<file path="config.mk">
export PLATFORM = sky130hd
export DESIGN_NAME = bus_port_reset_owner
export DESIGN_NICKNAME = d
export VERILOG_FILES = /design/src/hw/bus_port_pkg.sv /design/src/hw/bus_port_reset_owner.sv
export SDC_FILE = /design/constraint.sdc
export NUM_CORES = 1
export LEC_CHECK = 0
export BUFFER_PORTS_ARGS = -buffer_cell sky130_fd_sc_hd__clkbuf_2
export CORE_MARGIN = 3
export CORE_UTILIZATION = 49
export CTS_CLUSTER_DIAMETER = 120
export CTS_CLUSTER_SIZE = 10
export DETAILED_ROUTE_END_ITERATION = 10
export PLACE_DENSITY = 0.82
export SLEW_MARGIN = 20
export SYNTH_ARGS = -nofsm -noshare
export SYNTH_HDL_FRONTEND = slang
export SYNTH_SLANG_ARGS = --single-unit
</file>
<file path="constraint.sdc">
create_clock -name sys_clk -period 4.2 [get_ports sys_clk]
set_clock_uncertainty 0.05 [all_clocks]
set_input_delay 0.84 -clock sys_clk [delete_from_list [all_inputs] [get_ports sys_clk]]
set_output_delay 0.84 -clock sys_clk [all_outputs]
set_load 0.05 [all_outputs]
</file>
<file path="src/hw/bus_port_pkg.sv">
/*
 * Shared constants for the bus-side reset and pin-ownership port:
 * arbitration slots, control-line bit positions, reset values and the
 * fixed re-drive delay after bus reset release.
 * Assumes one bus clock (sys_clk) and the bus reset presented as rst.
 */
package bus_port_pkg;

    // ============================================================
    // arbitration slots (one-hot positions in the grant vector)
    localparam int NUM_MASTERS   = 6;
    localparam int SLOT_HOST     = 0;
    localparam int SLOT_DEVICE   = 1;
    localparam int SLOT_EXT0     = 2;
    localparam int NUM_EXT       = 4;

    // ============================================================
    // sustained tri-state control lines, bit positions
    localparam int STS_FRAME     = 0;
    localparam int STS_IRDY      = 1;
    localparam int STS_TRDY      = 2;
    localparam int STS_STOP      = 3;
    localparam int STS_DEVSEL    = 4;
    localparam int NUM_STS       = 5;

    // ============================================================
    // reset values
    localparam logic [31:0] AD_RESET_VALUE  = 32'h0000_0000;
    localparam logic [3:0]  CBE_RESET_VALUE = 4'h0;
    localparam logic        PAR_RESET_VALUE = 1'b0;
    localparam logic [5:0]  GRANT_RESET     = 6'h02;

    // ============================================================
    // timing: clock rate and fixed re-drive delay inside the 2..5 window
    localparam int SYS_CLK_MHZ      = 100;
    localparam int REDRIVE_MIN_CLKS = 2;
    localparam int REDRIVE_MAX_CLKS = 5;
    localparam int REDRIVE_CLKS     = 3;

    typedef logic [NUM_MASTERS-1:0] grant_vec_t;

endpackage

</file>
<file path="src/hw/bus_port_reset_owner.sv">
/*
 * Bus-side reset and pin-ownership logic of a bus-to-legacy bridge.
 * Decides what the bridge drives, floats or releases on the shared
 * address/data, command, parity, control, request and grant lines
 * around bus reset, catches the arbiter strap and runs a small
 * rotating arbiter for six masters.
 * Assumes: sys_clk is the bus clock; rst is bus reset (bus_reset_n
 * inverted, asynchronous); pins arrive unsynchronised; transaction
 * logic of the bridge sits outside and talks through the internal ports.
 */
module bus_port_reset_owner
    import bus_port_pkg::*;
#(
    parameter int REDRIVE = REDRIVE_CLKS
) (
    input  wire logic               sys_clk,
    input  wire logic               rst,
    input  wire logic               host_bridge_request_n,
    input  wire logic [NUM_EXT-1:0] master_request_n,
    input  wire logic               frameInN,
    input  wire logic               irdyInN,
    input  wire logic               ownRequest,
    input  wire logic               adDriveReq,
    input  wire logic [31:0]        adData,
    input  wire logic [3:0]         cbeDataN,
    input  wire logic               parData,
    input  wire logic [NUM_STS-1:0] stsOwnReq,
    input  wire logic [NUM_STS-1:0] stsAssert,
    input  wire logic               memoryRequest,
    input  wire logic               flushRequest,
    input  wire logic               wakeRequest,
    output logic [31:0]             adOut,
    output logic                    adOe,
    output logic [3:0]              cbeOutN,
    output logic                    cbeOe,
    output logic                    parOut,
    output logic                    parOe,
    output logic [NUM_STS-1:0]      stsOutN,
    output logic [NUM_STS-1:0]      stsOe,
    output logic                    memory_request_n,
    output logic                    memoryRequestOe,
    output logic                    buffer_flush_request_n,
    output logic                    bufferFlushRequestOe,
    output logic                    host_bridge_grant_n,
    output logic                    hostBridgeGrantOe,
    output logic                    grant0_or_bridge_request_n,
    output logic                    grant0Oe,
    output logic                    grant1_or_wake_n,
    output logic                    grant1Oe,
    output logic [1:0]              extraGrantN,
    output logic                    extraGrantOe,
    output logic                    busGranted,
    output logic                    arbiterEnabled
);

    if (REDRIVE < REDRIVE_MIN_CLKS + 1 || REDRIVE > REDRIVE_MAX_CLKS) begin
        $error("REDRIVE must lie in 3..5 clocks");
    end
    if (SYS_CLK_MHZ <= 0) begin
        $error("clock rate must be positive");
    end

    // ============================================================
    // reset release synchroniser and pin synchronisers
    logic               relSync1_ff;
    logic               busUp_ff;
    logic               hostReqMeta_ff;
    logic               hostReqSyncN_ff;
    logic [NUM_EXT-1:0] mreqMeta_ff;
    logic [NUM_EXT-1:0] mreqSyncN_ff;
    logic [1:0]         idleMeta_ff;
    logic [1:0]         idleSync_ff;

    always_ff @(posedge sys_clk or posedge rst) begin
        if (rst) begin
            relSync1_ff <= 1'b0;
            busUp_ff    <= 1'b0;
        end else begin
            relSync1_ff <= 1'b1;
            busUp_ff    <= relSync1_ff;
        end
    end

    always_ff @(posedge sys_clk or posedge rst) begin
        if (rst) begin
            hostReqMeta_ff  <= 1'b1;
            hostReqSyncN_ff <= 1'b1;
            mreqMeta_ff     <= '1;
            mreqSyncN_ff    <= '1;
            idleMeta_ff     <= 2'h3;
            idleSync_ff     <= 2'h3;
        end else begin
            hostReqMeta_ff  <= host_bridge_request_n;
            hostReqSyncN_ff <= hostReqMeta_ff;
            mreqMeta_ff     <= master_request_n;
            mreqSyncN_ff    <= mreqMeta_ff;
            idleMeta_ff     <= {frameInN, irdyInN};
            idleSync_ff     <= idleMeta_ff;
        end
    end

    // ============================================================
    // release counter, strap capture and park start
    logic [2:0] relCnt_ff;
    logic       strapTaken_ff;
    logic       arbEn_ff;
    logic       parked_ff;
    logic       parkNow;
    logic       arbEnNow;

    // three edges: two synchroniser stages plus one register stage
    assign parkNow  = busUp_ff && !parked_ff && (relCnt_ff == 3'(REDRIVE - 3));
    assign arbEnNow = strapTaken_ff ? arbEn_ff : hostReqSyncN_ff;

    always_ff @(posedge sys_clk or posedge rst) begin
        if (rst) begin
            relCnt_ff <= 3'h0;
        end else if (busUp_ff && relCnt_ff != 3'h7) begin
            relCnt_ff <= relCnt_ff + 3'h1;
        end
    end

    always_ff @(posedge sys_clk or posedge rst) begin
        if (rst) begin
            strapTaken_ff <= 1'b0;
            arbEn_ff      <= 1'b0;
        end else if (busUp_ff && !strapTaken_ff) begin
            strapTaken_ff <= 1'b1;
            arbEn_ff      <= hostReqSyncN_ff;
        end
    end

    always_ff @(posedge sys_clk or posedge rst) begin
        if (rst) begin
            parked_ff <= 1'b0;
        end else if (parkNow) begin
            parked_ff <= 1'b1;
        end
    end

    // ============================================================
    // rotating arbiter over six masters
    grant_vec_t grantVec_ff;
    grant_vec_t reqVec;
    grant_vec_t nxt_grantVec;
    logic       busIdle;

    assign reqVec  = {~mreqSyncN_ff, ownRequest, ~hostReqSyncN_ff};
    assign busIdle = &idleSync_ff;

    function automatic grant_vec_t pickNext(input grant_vec_t req,
                                            input grant_vec_t cur);
        int         pos;
        int         idx;
        grant_vec_t res;
        pos = 0;
        res = cur;
        for (int i = 0; i < NUM_MASTERS; i++) begin
            if (cur[i])
                pos = i;
        end
        for (int k = NUM_MASTERS; k >= 1; k--) begin
            idx = (pos + k) % NUM_MASTERS;
            if (req[idx])
                res = grant_vec_t'(1) << idx;
        end
        return res;
    endfunction

    always_comb begin
        nxt_grantVec = grantVec_ff;
        // regrant only on an idle bus once the current owner lets go
        if (arbEn_ff && parked_ff && busIdle && !(|(reqVec & grantVec_ff)) && |reqVec)
            nxt_grantVec = pickNext(reqVec, grantVec_ff);
    end

    always_ff @(posedge sys_clk or posedge rst) begin
        if (rst) begin
            grantVec_ff <= GRANT_RESET;
        end else begin
            grantVec_ff <= nxt_grantVec;
        end
    end

    // ============================================================
    // address/data, command and parity ownership
    logic devHolds;
    assign devHolds = arbEnNow && (parkNow || (parked_ff && nxt_grantVec[SLOT_DEVICE]));

    always_ff @(posedge sys_clk or posedge rst) begin
        if (rst) begin
            adOe    <= 1'b1;
            cbeOe   <= 1'b1;
            parOe   <= 1'b1;
            adOut   <= AD_RESET_VALUE;
            cbeOutN <= CBE_RESET_VALUE;
            parOut  <= PAR_RESET_VALUE;
        end else if (!busUp_ff) begin
            adOe    <= 1'b0;
            cbeOe   <= 1'b0;
            parOe   <= 1'b0;
            adOut   <= AD_RESET_VALUE;
            cbeOutN <= CBE_RESET_VALUE;
            parOut  <= PAR_RESET_VALUE;
        end else begin
            // off arbiter: only a real transaction drives the lines
            adOe    <= adDriveReq || devHolds;
            cbeOe   <= adDriveReq || devHolds;
            parOe   <= adDriveReq || devHolds;
            adOut   <= adDriveReq ? adData : AD_RESET_VALUE;
            cbeOutN <= adDriveReq ? cbeDataN : CBE_RESET_VALUE;
            parOut  <= adDriveReq ? parData : PAR_RESET_VALUE;
        end
    end

    // ============================================================
    // sustained tri-state control lines
    logic [NUM_STS-1:0] stsWait_ff;
    logic [NUM_STS-1:0] stsOwn_ff;
    logic [NUM_STS-1:0] stsPark_ff;

    always_ff @(posedge sys_clk or posedge rst) begin
        if (rst) begin
            stsWait_ff <= '0;
            stsOwn_ff  <= '0;
            stsPark_ff <= '0;
            stsOe      <= '0;
            stsOutN    <= '1;
        end else begin
            for (int i = 0; i < NUM_STS; i++) begin
                if (!busUp_ff) begin
                    stsWait_ff[i] <= 1'b0;
                end else if (stsPark_ff[i]) begin
                    stsPark_ff[i] <= 1'b0;
                    stsOwn_ff[i]  <= 1'b0;
                    stsOe[i]      <= 1'b0;
                end else if (stsOwn_ff[i] && stsOwnReq[i]) begin
                    stsOutN[i]    <= ~stsAssert[i];
                end else if (stsOwn_ff[i]) begin
                    stsOutN[i]    <= 1'b1;
                    stsPark_ff[i] <= 1'b1;
                end else if (stsWait_ff[i]) begin
                    // one clock of turnaround before taking the line
                    stsWait_ff[i] <= 1'b0;
                    stsOwn_ff[i]  <= stsOwnReq[i];
                    stsOe[i]      <= stsOwnReq[i];
                    stsOutN[i]    <= ~(stsOwnReq[i] && stsAssert[i]);
                end else if (stsOwnReq[i]) begin
                    stsWait_ff[i] <= 1'b1;
                end
            end
        end
    end

    // ============================================================
    // memory and flush requests
    always_ff @(posedge sys_clk or posedge rst) begin
        if (rst) begin
            memoryRequestOe        <= 1'b0;
            bufferFlushRequestOe   <= 1'b0;
            memory_request_n       <= 1'b1;
            buffer_flush_request_n <= 1'b1;
        end else begin
            // first edge after release, before the synchroniser settles
            memoryRequestOe        <= 1'b1;
            bufferFlushRequestOe   <= 1'b1;
            memory_request_n       <= ~(busUp_ff && memoryRequest);
            buffer_flush_request_n <= ~(busUp_ff && flushRequest);
        end
    end

    // ============================================================
    // grant lines, bridge request and wake
    always_ff @(posedge sys_clk or posedge rst) begin
        if (rst) begin
            hostBridgeGrantOe          <= 1'b0;
            grant0Oe                   <= 1'b0;
            grant1Oe                   <= 1'b0;
            extraGrantOe               <= 1'b0;
            host_bridge_grant_n        <= 1'b1;
            grant0_or_bridge_request_n <= 1'b1;
            grant1_or_wake_n           <= 1'b1;
            extraGrantN                <= 2'h3;
            busGranted                 <= 1'b0;
            arbiterEnabled             <= 1'b0;
        end else begin
            hostBridgeGrantOe <= busUp_ff;
            grant0Oe          <= busUp_ff;
            grant1Oe          <= busUp_ff;
            extraGrantOe      <= busUp_ff && arbEnNow;
            arbiterEnabled    <= arbEnNow;
            if (busUp_ff && arbEnNow && parked_ff) begin
                host_bridge_grant_n        <= ~nxt_grantVec[SLOT_HOST];
                grant0_or_bridge_request_n <= ~nxt_grantVec[SLOT_EXT0];
                grant1_or_wake_n           <= ~nxt_grantVec[SLOT_EXT0 + 1];
                extraGrantN                <= ~nxt_grantVec[SLOT_EXT0 + 3:SLOT_EXT0 + 2];
                busGranted                 <= nxt_grantVec[SLOT_DEVICE];
            end else if (busUp_ff && !arbEnNow) begin
                // shared pins turn into request and wake for an outside arbiter
                host_bridge_grant_n        <= 1'b1;
                grant0_or_bridge_request_n <= ~ownRequest;
                grant1_or_wake_n           <= ~wakeRequest;
                extraGrantN                <= 2'h3;
                busGranted                 <= 1'b0;
            end else begin
                host_bridge_grant_n        <= 1'b1;
                grant0_or_bridge_request_n <= 1'b1;
                grant1_or_wake_n           <= 1'b1;
                extraGrantN                <= 2'h3;
                busGranted                 <= parkNow;
            end
        end
    end

endmodule

</file>
After elaboration in Yosys (flattened, before gate mapping)
Cells that the tools add are included.
{"block": "op_classes", "bitwise": 26, "n_div": 6, "n_lt_le_gt_ge": 6, "shift": 6, "eq_ne": 26, "n_mux": 147, "addsub": 7, "n_mul": 0, "n_reduce_logical": 65}
{"cell": "$mux W32", "n": 7}
{"cell": "$lt A32 B5 Y1 const B", "n": 6}
{"cell": "$mod A32 B4 Y32 const B", "n": 6}
{"cell": "$shl A1 B32 Y6 const A", "n": 6}
{"cell": "$mux W1", "n": 124}
{"cell": "$add A32 B4 Y32 const B", "n": 3}
{"cell": "$add A32 B3 Y32 const B", "n": 2}
{"cell": "$mux W6", "n": 7}
{"cell": "$ne A2 B2 Y1 const B", "n": 20}
{"cell": "$add A32 B2 Y32 const B", "n": 1}
{"cell": "$reduce_and A3 Y1", "n": 10}
{"cell": "$logic_and A1 B1 Y1", "n": 25}
{"cell": "$not A1 Y1", "n": 23}
{"cell": "$reduce_and A4 Y1", "n": 5}
{"cell": "$bmux W1 S3", "n": 6}
{"cell": "$reduce_bool A3 Y1", "n": 5}
{"cell": "$reduce_and A2 Y1", "n": 6}
{"cell": "$reduce_or A6 Y1", "n": 2}
{"cell": "$ne A2 B1 Y1 const B", "n": 5}
{"cell": "$reduce_bool A2 Y1", "n": 5}
{"cell": "$mux W4", "n": 2}
{"cell": "$and A6 B6 Y6", "n": 1}
{"cell": "$logic_not A1 Y1", "n": 4}
{"cell": "$not A4 Y4", "n": 1}
{"cell": "6 further kinds", "n": 7}
{"block": "totals", "latchBits": 0, "register_bits": 102, "input_bits": 61, "out_inout_bits": 65, "rom_bits": 0, "wordCells": 337, "mem_count": 0, "ram_bits": 0}

Logic depth before layout (Yosys ltp)
Gate-level depths: netlist of the first run.
{"block": "depth", "ltp_word": 24, "depth_mapped": 19, "mapped_depth_nobuf": 17}

Least setup slack after synthesis of the first run
Ideal clock, no wire load.
{"block": "synth_path", "kind": "reg-to-reg", "start": "reg grantVec_ff[1]", "end": "reg extraGrantN[1]", "setup_time_ns": 0.094, "path_buffers": 4, "path_slack_ns": -0.137, "arrival_time_ns": 4.193, "t_required_ns": 4.056, "stages_incl_launch_ff": 20, "synth_period_minus_slack_ns": 4.337, "cell_sequence": "dfstp_2 -> nand2b_1 -> buf_2 -> a21oi_4 -> clkbuf_1 -> ha_1 -> or3_1 -> buf_2 -> nor2_1 -> ha_1 -> inv_1 -> ha_1 -> clkbuf_1 -> nand2_1 -> o211ai_1 -> mux2i_1 -> mux2i_1 -> o311a_1 -> o21ai_1 -> or4b_1"}
{"block": "synth_via", "elab_chain_len": 20, "word_cells_on_any_way": 56, "classes_between": "add/sub: 6; div: 6; shift: 6; mux: 32; bitwise: 2; reduce/logical: 4"}
{"element": "from (decl)", "line_no": "bus_port_reset_owner.sv:143", "rtl": "grant_vec_t grantVec_ff;"}
{"element": "from (signal assigned)", "line_no": "bus_port_reset_owner.sv:181", "rtl": "grantVec_ff <= nxt_grantVec;"}
{"element": "$mux W1", "line_no": "bus_port_reset_owner.sv:159", "rtl": "if (cur[i])"}
{"element": "$mux W32 (4 in series)", "line_no": "bus_port_reset_owner.sv:159"}
{"element": "$mux W32", "line_no": "bus_port_reset_owner.sv:173", "rtl": "if (arbEn_ff && parked_ff && busIdle && !(|(reqVec & grantVec_ff)) && |reqVec)"}
{"element": "$add A32 B4 Y32", "line_no": "bus_port_reset_owner.sv:163", "rtl": "idx = (pos + k) % NUM_MASTERS;"}
{"element": "$mod A32 B4 Y32", "line_no": "bus_port_reset_owner.sv:163"}
{"element": "$bmux W1 S3", "line_no": "bus_port_reset_owner.sv:164", "rtl": "if (req[idx])"}
{"element": "$mux W1 (not written as such) (2 in series)", "line_no": "bus_port_reset_owner.sv:164"}
{"element": "$mux W6 (6 in series)", "line_no": "bus_port_reset_owner.sv:164"}
{"element": "$mux W6 *", "line_no": "bus_port_reset_owner.sv:173"}
{"element": "$not A2 Y2 *", "line_no": "bus_port_reset_owner.sv:296", "rtl": "extraGrantN <= ~nxt_grantVec[SLOT_EXT0 + 3:SLOT_EXT0 + 2];"}
{"element": "$mux W2 *", "line_no": "bus_port_reset_owner.sv:292", "rtl": "if (busUp_ff && arbEnNow && parked_ff) begin"}
{"element": "to (signal assigned)", "line_no": "bus_port_reset_owner.sv:296"}
{"element": "to (decl)", "line_no": "bus_port_reset_owner.sv:50", "rtl": "output logic [1:0] extraGrantN,"}
Every way passes the cells marked *; elsewhere a longest branch is shown, timed or not. The select of a mux whose other input is x is not followed.
A chain may end at the register's enable or synchronous reset.

Worst setup path after layout of the first run
{"block": "layout_path", "start": "reg grantVec_ff[2]", "end": "reg grant1_or_wake_n"}
{"block": "layout_via", "elab_chain_len": 19, "word_cells_on_any_way": 55, "classes_between": "add/sub: 6; div: 6; shift: 6; mux: 31; bitwise: 2; reduce/logical: 4"}
{"element": "$mux W32 (4 in series)", "line_no": "bus_port_reset_owner.sv:159"}
{"element": "$mux W32", "line_no": "bus_port_reset_owner.sv:173"}
{"element": "$add A32 B4 Y32", "line_no": "bus_port_reset_owner.sv:163"}
{"element": "$mod A32 B4 Y32", "line_no": "bus_port_reset_owner.sv:163"}
{"element": "$bmux W1 S3", "line_no": "bus_port_reset_owner.sv:164"}
{"element": "$mux W1 (not written as such) (2 in series)", "line_no": "bus_port_reset_owner.sv:164"}
{"element": "$mux W6 (6 in series)", "line_no": "bus_port_reset_owner.sv:164"}
{"element": "$mux W6 *", "line_no": "bus_port_reset_owner.sv:173"}
{"element": "via nxt_grantVec[3]", "line_no": "bus_port_reset_owner.sv:145", "rtl": "grant_vec_t nxt_grantVec;"}
{"element": "$not A1 Y1 *", "line_no": "bus_port_reset_owner.sv:295", "rtl": "grant1_or_wake_n <= ~nxt_grantVec[SLOT_EXT0 + 1];"}
{"element": "$mux W1 *", "line_no": "bus_port_reset_owner.sv:292"}
{"element": "to (signal assigned)", "line_no": "bus_port_reset_owner.sv:295"}
{"element": "to (signal assigned)", "line_no": "bus_port_reset_owner.sv:302", "rtl": "grant1_or_wake_n <= ~wakeRequest;"}
{"element": "to (decl)", "line_no": "bus_port_reset_owner.sv:48", "rtl": "output logic grant1_or_wake_n,"}
Mark *: on every way through the listed nets, which the timed path passes. The rest lies on a longest branch. The select of a mux whose other input is x is not followed.

==> results of run 1 <==
-- how the worst max path moves through the flow --
| stage | cells after the start | slack [ns] | end | startpoint |
|---|---|---|---|---|
| 6_report | 15 | 0.21 | grant1_or_wake_n$_DFF_PP1_ | grantVec_ff[2]$_DFF_PP0_ |
| 3_5_place_dp | 14 | 0.17 | grant1_or_wake_n$_DFF_PP1_ | grantVec_ff[5]$_DFF_PP0_ |
| 3_3_place_gp | 17 | 0.34 | grant1_or_wake_n$_DFF_PP1_ | grantVec_ff[3]$_DFF_PP0_ |
| 4_1_cts | 17 | 0.15 | grant1_or_wake_n$_DFF_PP1_ | grantVec_ff[5]$_DFF_PP0_ |
| 5_1_grt | 17 | -0.005 | host_bridge_grant_n$_DFF_PP1_ | grantVec_ff[2]$_DFF_PP0_ |
| 2_1_floorplan | 19 | 0.07 | extraGrantN[1]$_DFF_PP1_ | grantVec_ff[1]$_DFF_PP1_ |
-- cells in the mapped netlist (all sizes together), types with 4 or more instances --
cell | count | area, um2
nand2 | 22 | 85.1
or2 | 4 | 25.0
a21oi | 27 | 150
and2 | 4 | 25.0
a41oi | 6 | 52.6
mux2 | 5 | 56.3
nor3 | 16 | 80.1
xnor2 | 4 | 35.0
nor2b | 8 | 50.1
nor4 | 4 | 31.3
o2111a | 4 | 45.0
dfstp | 28 | 736
a211oi | 4 | 35.0
ha | 18 | 225
and3 | 41 | 257
o211ai | 12 | 95.1
nor2 | 32 | 128
o22ai | 7 | 43.8
a2111oi | 7 | 80.1
mux2i | 7 | 70.1
buf | 16 | 92.6
nand3b | 5 | 37.5
nand4 | 6 | 37.5
or3 | 6 | 37.5
nor3b | 7 | 52.6
inv | 35 | 131
clkbuf | 26 | 97.6
nand3 | 10 | 50.1
nand2b | 10 | 62.6
o21ai | 34 | 174
a22oi | 4 | 30.0
a31oi | 10 | 77.6
dfrtp | 74 | 1850
a21boi | 4 | 30.0
-- report_power, final --
part	leakage (nW)	total (W)	internal, W	switching, W
clock	0.142	0.000824	0.000478	0.000346
sequential	1.25	0.00133	0.00118	0.000157
combinational	1.87	0.00364	0.00137	0.00227
-- metal layers --
metal	GRT usage (%)	share of wire, %	up-vias
met5	0	0	-
met4	13.5	4.4	0
met3	5.28	7.3	49
met2	42.0	49	242
met1	31.1	39	2399
li1	-	-	2307
-- through the flow --
stage	TNS (ns)	power, W
2_1_floorplan	0	0.00381
3_3_place_gp	0	0.00476
3_5_place_dp	0	0.00482
4_1_cts	0	0.00567
5_1_grt	-0.00482	0.00620
6_report	0	0.00580
-- cell type report --
class                           count  share of cell area (%)
Multi-Input combinational cell    380                    39.2
Clock inverter                      5                   0.878
Sequential cell                   102                    38.7
Clock buffer                       11                    3.63
Tap cell                          140                    2.62
Timing Repair Buffer              158                    13.0
Inverter                           35                    2.00
-- worst max-delay path: stages (launching register included) --
cell	delay [ns]
dfrtp_1	0.41
buf_4	0.18
o21ai_1	0.17
inv_1	0.12
ha_1	0.29
or3_1	0.40
and2_1	0.20
nor2b_1	0.14
ha_1	0.31
nor2_1	0.24
o32ai_1	0.17
nor4_2	0.25
a22oi_1	0.14
or4_1	0.54
o21ai_2	0.19
a32oi_1	0.08
-- placed cells by master (no fill, tap or decap), types with 8 or more instances in the layout --
master and count:
a31oi_1 9, o211ai_1 11, clkbuf_16 9, clkbuf_2 125, a21oi_1 25, nor3_1 16
dfstp_2 28, nor2b_1 8, o21ai_0 27, ha_1 18, and3_1 41, buf_4 33
nand3_1 10, dfrtp_1 73, nand2_1 21, inv_1 33, nor2_1 31, nand2b_1 10
-- state kept, by name, summed over array words and instances, names as in the netlist, 2 cells and up --
name / cells
adOut: 32
grantVec_ff: 6
stsOe: 5
stsOutN: 5
stsOwn_ff: 5
stsPark_ff: 5
stsWait_ff: 5
cbeOutN: 4
mreqMeta_ff: 4
mreqSyncN_ff: 4
relCnt_ff: 3
extraGrantN: 2
idleMeta_ff: 2
idleSync_ff: 2
-- logic make-up after synthesis --
family	after synthesis	share of synthesized area, %
AO/OA/AOI/OAI	157	20.9
adder cells (fa/ha/maj)	18	4.08
buffers and inverters	77	5.82
other	1	0.0679
AND/OR/NAND/NOR	187	19.2
XOR/XNOR	5	0.793
multiplexers	12	2.29
flip-flops	102	46.8
-- what timing repair did --
action	4_1_cts	5_1_grt
gates resized for setup	0	3
endpoints found under the setup margin	0	10
setup buffers	0	4
==> summary.txt, run 1 <==
Status
  – Status: completed

Global route
  – Largest net degree at the start of global routing: 85
  – Gr usage total: around a quarter
  – Vias in the first global route: 5043
  – First-pass GRT wire length: ~26 mm
  – Overflow after GRT: 0
  – Initial antenna violation count: 0

Cells and area
  – Layout Cells excl Fill: between 800 and 900
  – Design Area, Final: roughly 6700 um2
  – Layout Area Growth over Synthesis: 21.2%
  – Area of the multi-input gates: 2620 um2
  – Sequential cell area: 2590 um2
  – Final Net Count: ~770
  – Diode count: 0
  – Layout cell share with drive strength beyond 1: roughly a third
  – Final core utilization: 61.2%
  – # fillers: 885

Synth
  – Post-Syn Area per Cell: 9.88 um2
  – Number of synthesized flops with an enable pin: 0
  – Synth Net Count: 638
  – Synth warn: 0
  – Async SR Flop Fraction: 100%
  – Register area share after synthesis: ~47%
  – Flops & latches, synth: about 100
  – Syn Inst Count: 559
  – Post-synthesis cell area: 5530 um2
  – Synth cell types: 83
  – Most used DFF post-synth: dfrtp_1

Floorplanning
  – Ports: about 130
  – Initial Util: 50.5%
  – Area of the die: 12600 um2
  – Num rows: 38
  – Horiz. Die Dim: 112 um
  – Die boundary height: between 100 and 150 um
  – CORE AREA: between 10000 and 15000 um2

Detailed routing
  – Routed wire per std cell: 18.9 um
  – Via/cell ratio: 6.01
  – DRC Markers: 0
  – First-pass detailed-route iteration total: 5
  – Drt first-iter violations: 348
  – Vias: 4997
  – Detail Route Antenna Nets: 0
  – Post-Route WL: roughly 16 mm

Clocking
  – Worst-path clk slew: 0.07 ns
  – CTS root buffer: clkbuf_16
  – Clk buf depth: 2
  – Skew-Pair Late Insertion Delay: 0.34 ns
  – CTS Buf Count: 9
  – CTS sink count: 102
  – CTS tree: done
  – Post-CTS Hold Buffers: 0
  – # H-tree levels: 3

Critical path
  – Worst EP arrival: 4.17 ns
  – Worst R2R End: grant1_or_wake_n$_DFF_PP1_
  – CP max FO: 7
  – Reg2reg setup slack: 0.21 ns
  – Crit path launch type: flip-flop
  – Crit end category: flip-flop
  – CP Data Required Time: ~4.4 ns
  – Cell depth of the worst flop-to-flop path: 15
  – RR Startpoint: grantVec_ff[2]$_DFF_PP0_
  – WS Path Type: reg -> reg

Min path
  – Worst hold path startpoint: mreqMeta_ff[1]$_DFF_PP1_
  – HP Class: reg -> reg
  – Hold path endpoint: mreqSyncN_ff[1]$_DFF_PP1_
  – Worst Hold Depth: 0

STA
  – Minimum clock period: around 4.0 ns
  – Max-slew headroom: 51.5%
  – Pins Over Slew Limit: 0
  – Tcrit/Tclk final: roughly 95%
  – Final worst slack: ~0.21 ns
  – # setup viols final: 0
  – Max Clk Rate: roughly 250 MHz
  – Final Hold Viols: 0
  – Final hold slack: 0.306 ns
  – Slew @ Worst Pin: about 0.73 ns

Flow run
  – Max Cap Viol: 0

Power
  – Pwr Density: just under 900 nW/um2
  – Lkg Pwr: 3.26 nW
  – Max VDD drop: 568 uV

Placement
  – Placed cell count: 811
  – Final Wtd Congestion: a little over 1
  – Setup WS pre-CTS: about 0.17 ns
  – Hpwl dp: 11.7 mm
  – DP Area: 6360 um2
  – Number of port buffers: between 100 and 150
Power figures use the tool's default switching activity.
==> run 2: changes to the inputs <==
--- a/config.mk
+++ b/config.mk
@@ -11,7 +11,7 @@
 export CTS_CLUSTER_DIAMETER = 120
 export CTS_CLUSTER_SIZE = 10
 export DETAILED_ROUTE_END_ITERATION = 10
-export PLACE_DENSITY = 0.82
+export PLACE_DENSITY_LB_ADDON = 0.15
 export SLEW_MARGIN = 20
 export SYNTH_ARGS = -nofsm -noshare
 export SYNTH_HDL_FRONTEND = slang
==> summary.txt, run 2 (synthesis gave the netlist of run 1 again) <==
Detailed routing
  – Routed wire per std cell: 18.2 um (was 18.9 um)
  – DRC Markers: 0 (unchanged)
  – Detail Route Antenna Nets: 0 (unchanged)
  – Via/cell ratio: 5.91 (was 6.01)
  – Drt first-iter violations: 390 (was 348)
  – Vias: 4928 (was 4997)
  – First-pass detailed-route iteration total: 5 (unchanged)
  – Post-Route WL: 15.2 mm (was 15.7 mm)

Critical path
  – CP Data Required Time: 4.42 ns (was 4.38 ns)
  – CP max FO: 7 (unchanged)
  – WS Path Type: reg -> reg (unchanged)
  – Worst EP arrival: 4.11 ns (was 4.17 ns)
  – Crit end category: flip-flop (unchanged)
  – Most common cell on crit path: ha_1 (unchanged)
  – CP delay by family, top: compound AO/OA/AOI/OAI gates (was simple AND/OR/NAND/NOR gates)
  – WP buf/inv: 1 (was 2)
  – Max incr delay on CP: 0.63 ns (was 0.54 ns)
  – Worst path cell trace: nand2b_1 -> a21oi_4 -> inv_2 -> ha_1 -> xor2_1 -> nor2_1 -> ha_1 -> o22a_1 -> a2111oi_4 -> or3_1 -> nor3_1 -> a2111oi_0 -> a21oi_1 -> a32oi_1 (was buf_4 -> o21ai_1 -> inv_1 -> ha_1 -> or3_1 -> and2_1 -> nor2b_1 -> ha_1 -> nor2_1 -> o32ai_1 -> nor4_2 -> a22oi_1 -> or4_1 -> o21ai_2 -> a32oi_1)
  – Crit path launch type: flip-flop (unchanged)
  – CP max-delay cell: dfstp_2 (was or4_1)

Floorplanning
  – Area of the die: 12600 um2 (unchanged)
  – Horiz. Die Dim: 112 um (unchanged)
  – Die boundary height: 112 um (unchanged)
  – Num rows: 38 (unchanged)
  – Ports: 126 (unchanged)
  – Initial Util: 50.5% (unchanged)
  – CORE AREA: 10900 um2 (unchanged)

Cells and area
  – Top reg by flops: adOut (unchanged)
  – Most frequent cells in the layout: 125 x clkbuf_2, 73 x dfrtp_1, 41 x and3_1, 36 x buf_4, 33 x inv_1 (was 125 x clkbuf_2, 73 x dfrtp_1, 41 x and3_1, 33 x inv_1, 33 x buf_4)
  – Largest regs: adOut: 32 flops, grantVec_ff: 6 flops (unchanged)
  – Number of flip-flops in the largest register: 32 (unchanged)
  – Final Net Count: 768 (was 765)
  – Commonest non-fill, non-tap cell in the layout: clkbuf_2 (unchanged)
  – Layout cell share with drive strength beyond 1: 33.4% (was 33.1%)
  – Final core utilization: 61.5% (was 61.2%)
  – Diode count: 0 (unchanged)
  – Layout Area Growth over Synthesis: 21.7% (was 21.2%)
  – Area of the multi-input gates: 2620 um2 (about the same)
  – # fillers: 959 (was 885)
  – Sequential cell area: 2590 um2 (unchanged)

Power
  – Total power: 0.00579 W (was 0.00580 W)
  – Pwr Density: 861 nW/um2 (was 866 nW/um2)
  – Lkg Pwr: 3.29 nW (was 3.26 nW)
  – Max VDD drop: 475 uV (was 568 uV)

Global route
  – Initial antenna violation count: 0 (unchanged)
  – First-pass GRT wire length: 24.8 mm (was 25.5 mm)
  – Vias in the first global route: 5042 (was 5043)
  – Largest net degree at the start of global routing: 83 (was 85)
  – Overflow after GRT: 0 (unchanged)
  – Gr usage total: 24.5% (was 25.3%)

STA
  – Tcrit/Tclk final: 92.6% (was 94.9%)
  – Final Hold Viols: 0 (unchanged)
  – Slew @ Worst Pin: 1.03 ns (was 0.728 ns)
  – Final worst slack: 0.309 ns (was 0.213 ns)
  – Setup TNS: 0 ns (unchanged)
  – # setup viols final: 0 (unchanged)
  – Final hold slack: 0.307 ns (was 0.306 ns)
  – RSZ-0062 raised after global routing: false
  – Max Clk Rate: 257 MHz (was 251 MHz)
  – Max-slew headroom: 29.9% (was 51.5%)
  – Minimum clock period: 3.89 ns (was 3.99 ns)
  – Pins Over Slew Limit: 0 (unchanged)

Placement
  – Hpwl dp: 11.2 mm (was 11.7 mm)
  – Final Wtd Congestion: 0.957 (was 1.04)
  – Number of port buffers: 125 (unchanged)
  – Setup WS pre-CTS: 0.345 ns (was 0.170 ns)

Clocking
  – CTS root buffer: clkbuf_16 (unchanged)
  – # H-tree levels: 3 (unchanged)
  – Worst-path clk slew: 0.07 ns (about the same)
  – CTS Buf Count: 9 (unchanged)
  – CTS tree: done (unchanged)
  – Clk buf depth: 2 (unchanged)
  – CTS sink count: 102 (unchanged)
  – Post-CTS Hold Buffers: 0 (unchanged)
  – Skew-Pair Late Insertion Delay: 0.35 ns (was 0.34 ns)
  – Post-CTS sizing: 0 (unchanged)
  – Postcts setup bufs: 0 (unchanged)

Min path
  – HP Class: reg -> reg (unchanged)

Flow run
  – Max Cap Viol: 0 (unchanged)

Status
  – Status: completed (unchanged)
run 2: cell types whose count changed in the layout (fill, tap and decap cells not counted), sizes merged:
cell and change:
buf +3, clkinvlp -2, clkinv -1, inv +3
run 2: final timing paths:
check / startpoint / to / slack (ns) / depth (start not counted)
max: grantVec_ff[1]$_DFF_PP1_ / grant0_or_bridge_request_n$_DFF_PP1_ / 0.31 / 14
min: idleMeta_ff[1]$_DFF_PP1_ / idleSync_ff[1]$_DFF_PP1_ / 0.31 / 0
max reg2reg: grantVec_ff[1]$_DFF_PP1_ / grant0_or_bridge_request_n$_DFF_PP1_ / 0.31 / 14
min reg2reg: idleMeta_ff[1]$_DFF_PP1_ / idleSync_ff[1]$_DFF_PP1_ / 0.31 / 0
max in group asynchronous: rst / stsOutN[0]$_DFFE_PP1P_ / 2.66 / 3
min in group asynchronous: rst / cbeOutN[3]$_DFF_PP0_ / 0.65 / 2
run 2: final cells by class:
cell class,instances,share of cell area (%)
clock buffers,11,3.61
clock inverters,5,0.949
inverters,35,1.99
multi-input cells,380,39.0
flip-flops and latches,102,38.5
well taps,140,2.61
repair buffers,161,13.3
run 2: where the power goes:
group	total (W)	switching, W	internal [W]
clock	0.000856	0.000370	0.000486
combinational	0.00359	0.00222	0.00138
sequential	0.00134	0.000165	0.00118
total	0.00579	0.00275	0.00304
run 2: through the flow:
stage / cells / area, um2
2_1_floorplan: 559 / 5530
3_5_place_dp: 818 / 6410
3_3_place_gp: 818 / 6410
6_report: 834 / 6720
5_1_grt: 834 / 6720
4_1_cts: 834 / 6720
run 2: metal layers:
metal  track usage (%)  routed length (um)  share of wire (%)
met3              7.60                1170                7.7
met4              8.73                 322                2.1
met1              32.4                6590                 43
met5                 0                   0                  0
met2              38.3                7120                 47
==> run 3: changes to the inputs <==
--- a/config.mk
+++ b/config.mk
@@ -5,9 +5,13 @@
 export SDC_FILE = /design/constraint.sdc
 export NUM_CORES = 1
 export LEC_CHECK = 0
+export ABC_AREA = 1
 export BUFFER_PORTS_ARGS = -buffer_cell sky130_fd_sc_hd__clkbuf_2
+export CAP_MARGIN = 30
+export CELL_PAD_IN_SITES_DETAIL_PLACEMENT = 1
+export CELL_PAD_IN_SITES_GLOBAL_PLACEMENT = 2
 export CORE_MARGIN = 3
-export CORE_UTILIZATION = 49
+export CORE_UTILIZATION = 28
 export CTS_CLUSTER_DIAMETER = 120
 export CTS_CLUSTER_SIZE = 10
 export DETAILED_ROUTE_END_ITERATION = 10
==> summary.txt, run 3 <==
Status
  – Status: completed (unchanged)

Placement
  – Final Wtd Congestion: 0.840 (was 0.957)
  – Hpwl dp: 12.6 mm (was 11.2 mm)
  – Number of port buffers: 125 (unchanged)

Critical path
  – Crit path launch type: flip-flop (unchanged)
  – CP Data Required Time: 4.43 ns (was 4.42 ns)
  – Cell depth of the worst flop-to-flop path: 25 (was 14)
  – WS Path Type: reg -> reg (unchanged)
  – Worst EP arrival: 3.96 ns (was 4.11 ns)
  – Crit end category: flip-flop (unchanged)
  – CP max FO: 15 (was 7)

Global route
  – First-pass GRT wire length: 26.2 mm (was 24.8 mm)
  – Vias in the first global route: 5100 (was 5042)
  – Gr usage total: 16.0% (was 24.5%)
  – Initial antenna violation count: 0 (unchanged)
  – Overflow after GRT: 0 (unchanged)
  – Largest net degree at the start of global routing: 56 (was 83)

Synth
  – Synth Area in Adders: 4.46% (was 4.08%)
  – Syn Inst Count: 646 (was 559)
  – Top cells by area, synth: dfrtp_1 35%, dfstp_2 14%, nand2_1 7.8% (was dfrtp_1 34%, dfstp_2 13%, and3_1 4.6%)
  – Post-synthesis mux area share: 1.27% (was 2.29%)
  – Synth Net Count: 726 (was 638)
  – Post-Syn Area per Cell: 8.24 um2 (was 9.88 um2)
  – Post-synthesis cell area: 5330 um2 (was 5530 um2)
  – Synth area leader: dfrtp_1 (unchanged)
  – Synth top area share: 34.8% (was 33.5%)
  – Synth cell count leaders: 111 x nand2_1, 105 x inv_1, 82 x nor2_1 (was 74 x dfrtp_1, 41 x and3_1, 34 x inv_1)
  – Top-count cell post-synth: nand2_1 (was dfrtp_1)
  – Register area share after synthesis: 48.6% (was 46.8%)
  – Synth cell types: 42 (was 83)
  – Most used DFF post-synth: dfrtp_1 (unchanged)
  – Synth warn: 0 (unchanged)
  – Number of synthesized flops with an enable pin: 0 (unchanged)
  – Combinational family with the most area after synthesis: simple AND/OR/NAND/NOR gates (was compound AO/OA/AOI/OAI gates)
  – Post-synthesis compound-gate area fraction: 9.68% (was 20.9%)
  – Post-synthesis xor/xnor area fraction: 1.48% (was 0.793%)
  – Simple-gate share of the synthesized area: 24.7% (was 19.2%)
  – Async SR Flop Fraction: 100% (unchanged)
  – Flops & latches, synth: 102 (unchanged)

Power
  – Lkg Pwr: 3.47 nW (was 3.29 nW)
  – Pwr Density: 857 nW/um2 (was 861 nW/um2)
  – Max VDD drop: 293 uV (was 475 uV)

Cells and area
  – Largest regs: adOut: 32 flops, grantVec_ff: 6 flops (unchanged)
  – # fillers: 2265 (was 959)
  – Layout Area Growth over Synthesis: 22.1% (was 21.7%)
  – Area of the multi-input gates: 2220 um2 (was 2620 um2)
  – Commonest non-fill, non-tap cell in the layout: clkbuf_2 (unchanged)
  – Most frequent cells in the layout: 125 x clkbuf_2, 111 x nand2_1, 104 x inv_1, 82 x nor2_1, 74 x dfrtp_1 (was 125 x clkbuf_2, 73 x dfrtp_1, 41 x and3_1, 36 x buf_4, 33 x inv_1)
  – Diode count: 0 (unchanged)
  – Sequential cell area: 2590 um2 (about the same)
  – Layout cell share with drive strength beyond 1: 27.0% (was 33.4%)
  – Top reg by flops: adOut (unchanged)
  – Final Net Count: 853 (was 768)
  – Number of flip-flops in the largest register: 32 (unchanged)

Detailed routing
  – First-pass detailed-route iteration total: 4 (was 5)
  – Drt first-iter violations: 146 (was 390)
  – Via/cell ratio: 4.64 (was 5.91)
  – Met2 WL post-DR: 7.54 mm (was 7.12 mm)
  – Post-Route WL: 15.8 mm (was 15.2 mm)
  – Detail Route Antenna Nets: 0 (unchanged)
  – Routed wire per std cell: 15.7 um (was 18.2 um)
  – DR top layer: met4 (unchanged)
  – Vias: 4677 (was 4928)
  – Met3 routed WL: 1.05 mm (was 1.17 mm)
  – DRC Markers: 0 (unchanged)
  – Metal-1 WL: 7.09 mm (was 6.59 mm)

STA
  – Tcrit/Tclk final: 88.8% (was 92.6%)
  – # setup viols final: 0 (unchanged)
  – Pins Over Slew Limit: 0 (unchanged)
  – Final Hold Viols: 0 (unchanged)
  – Minimum clock period: 3.73 ns (was 3.89 ns)
  – RSZ-0062 raised after global routing: false (unchanged)
  – Slew @ Worst Pin: 0.678 ns (was 1.03 ns)
  – Max-slew headroom: 54.8% (was 29.9%)
  – Setup TNS: 0 ns (unchanged)
  – Final hold slack: 0.306 ns (was 0.307 ns)
  – Max Clk Rate: 268 MHz (was 257 MHz)

Min path
  – Worst Hold Depth: 0 (unchanged)
  – HP Class: reg -> reg (unchanged)

Floorplanning
  – Horiz. Die Dim: 144 um (was 112 um)
  – CORE AREA: 18300 um2 (was 10900 um2)
  – Area of the die: 20700 um2 (was 12600 um2)
  – Die boundary height: 144 um (was 112 um)
  – Num rows: 49 (was 38)
  – Ports: 126 (unchanged)
  – Initial Util: 29.0% (was 50.5%)

Clocking
  – Post-CTS Hold Buffers: 0 (unchanged)
  – Skew-Pair Late Insertion Delay: 0.35 ns (about the same)
  – CTS Buf Count: 9 (unchanged)
  – CTS sink count: 102 (unchanged)
  – CTS tree: done (unchanged)
  – # H-tree levels: 3 (unchanged)
  – Clk buf depth: 2 (unchanged)
  – CTS root buffer: clkbuf_16 (unchanged)
  – Worst-path clk slew: 0.08 ns (was 0.07 ns)

Flow run
  – Max Cap Viol: 0 (unchanged)
==> run 3: cell types whose count changed after synthesis, sizes merged, moves of 15 or more <==
cell / delta
and3: -41
inv: +74
nand3: +48
nand2: +97
nor2: +50
clkbuf: -15
==> run 3: cell families (layout without fill, tap and decap cells) <==
logic type / Yosys count / in the layout
compound gates: 86 / 86
xor+xnor: 6 / 6
fa+ha+maj: 19 / 19
buf+inv: 130 / 262
flops: 102 / 102
mux: 6 / 6
other cells: 1 / 1
simple gates: 296 / 296
==> run 3: what timing repair did <==
action,CTS,global route
setup endpoints to repair,0,1
resized for setup,0,1
buffers inserted,0,0
==> run 3: critical path: stages, from the launching register on <==
cell,delay [ns]
dfrtp_1,0.45
inv_2,0.20
nand2_4,0.16
a21oi_1,0.15
buf_4,0.18
inv_1,0.11
ha_2,0.42
inv_1,0.08
ha_1,0.19
inv_1,0.05
ha_1,0.22
nand2_1,0.15
nand2_1,0.09
nand2_1,0.10
inv_1,0.09
nand2_1,0.12
nand2_1,0.19
nand2_1,0.09
nand3_1,0.11
nand2_1,0.07
nand2_1,0.06
nand2_1,0.05
nand2_1,0.09
nand2_1,0.08
nand2_1,0.06
nand2_1,0.05
==> run 3: routing by layer <==
metal / global-route usage [%] / vias up
li1: - / 2301
met1: 20.4 / 2270
met2: 26.5 / 98
met3: 5.36 / 8
met4: 3.67 / 0
met5: 0 / -
==> run 3: stage by stage <==
stage / instances / cell area, um2 / total power (W) / worst slack, ns / util, %
2_1_floorplan: 646 / 5330 / 0.00387 / 0.584 / -
3_3_place_gp: 991 / 6220 / 0.00473 / 0.525 / 33.9
3_5_place_dp: 991 / 6220 / 0.00479 / 0.415 / 33.9
4_1_cts: 1007 / 6500 / 0.00564 / 0.383 / 35.5
5_1_grt: 1007 / 6500 / 0.00613 / 0.0484 / 35.5
6_report: 1007 / 6500 / 0.00557 / 0.470 / 35.5
==> run 3: layout make-up <==
cell class              count  area share (%)
multi-input cells         414            34.2
inverters                 110            6.39
clock buffers              11            3.73
clock inverters             5           0.635
well taps                 229            4.41
flip-flops and latches    102            39.8
repair buffers            136            10.9
==> run 3: power by group <==
group | internal (W) | leakage, nW | switching [W]
clock network | 0.000426 | 0.133 | 0.000389
registers | 0.00117 | 1.24 | 0.000113
logic | 0.00103 | 2.10 | 0.00245
total | 0.00262 | 3.47 | 0.00295
==> run 3: path summary, 6_finish.rpt <==
path                                                         to                     start  slack, ns
max                        grant0_or_bridge_request_n$_DFF_PP1_  grantVec_ff[5]$_DFF_PP0_       0.47
max reg2reg                grant0_or_bridge_request_n$_DFF_PP1_  grantVec_ff[5]$_DFF_PP0_       0.47
min                                    idleSync_ff[0]$_DFF_PP1_  idleMeta_ff[0]$_DFF_PP1_       0.31
min in group asynchronous        bufferFlushRequestOe$_DFF_PP0_                       rst       0.53
min reg2reg                            idleSync_ff[0]$_DFF_PP1_  idleMeta_ff[0]$_DFF_PP1_       0.31
max in group asynchronous              idleSync_ff[0]$_DFF_PP1_                       rst       2.70
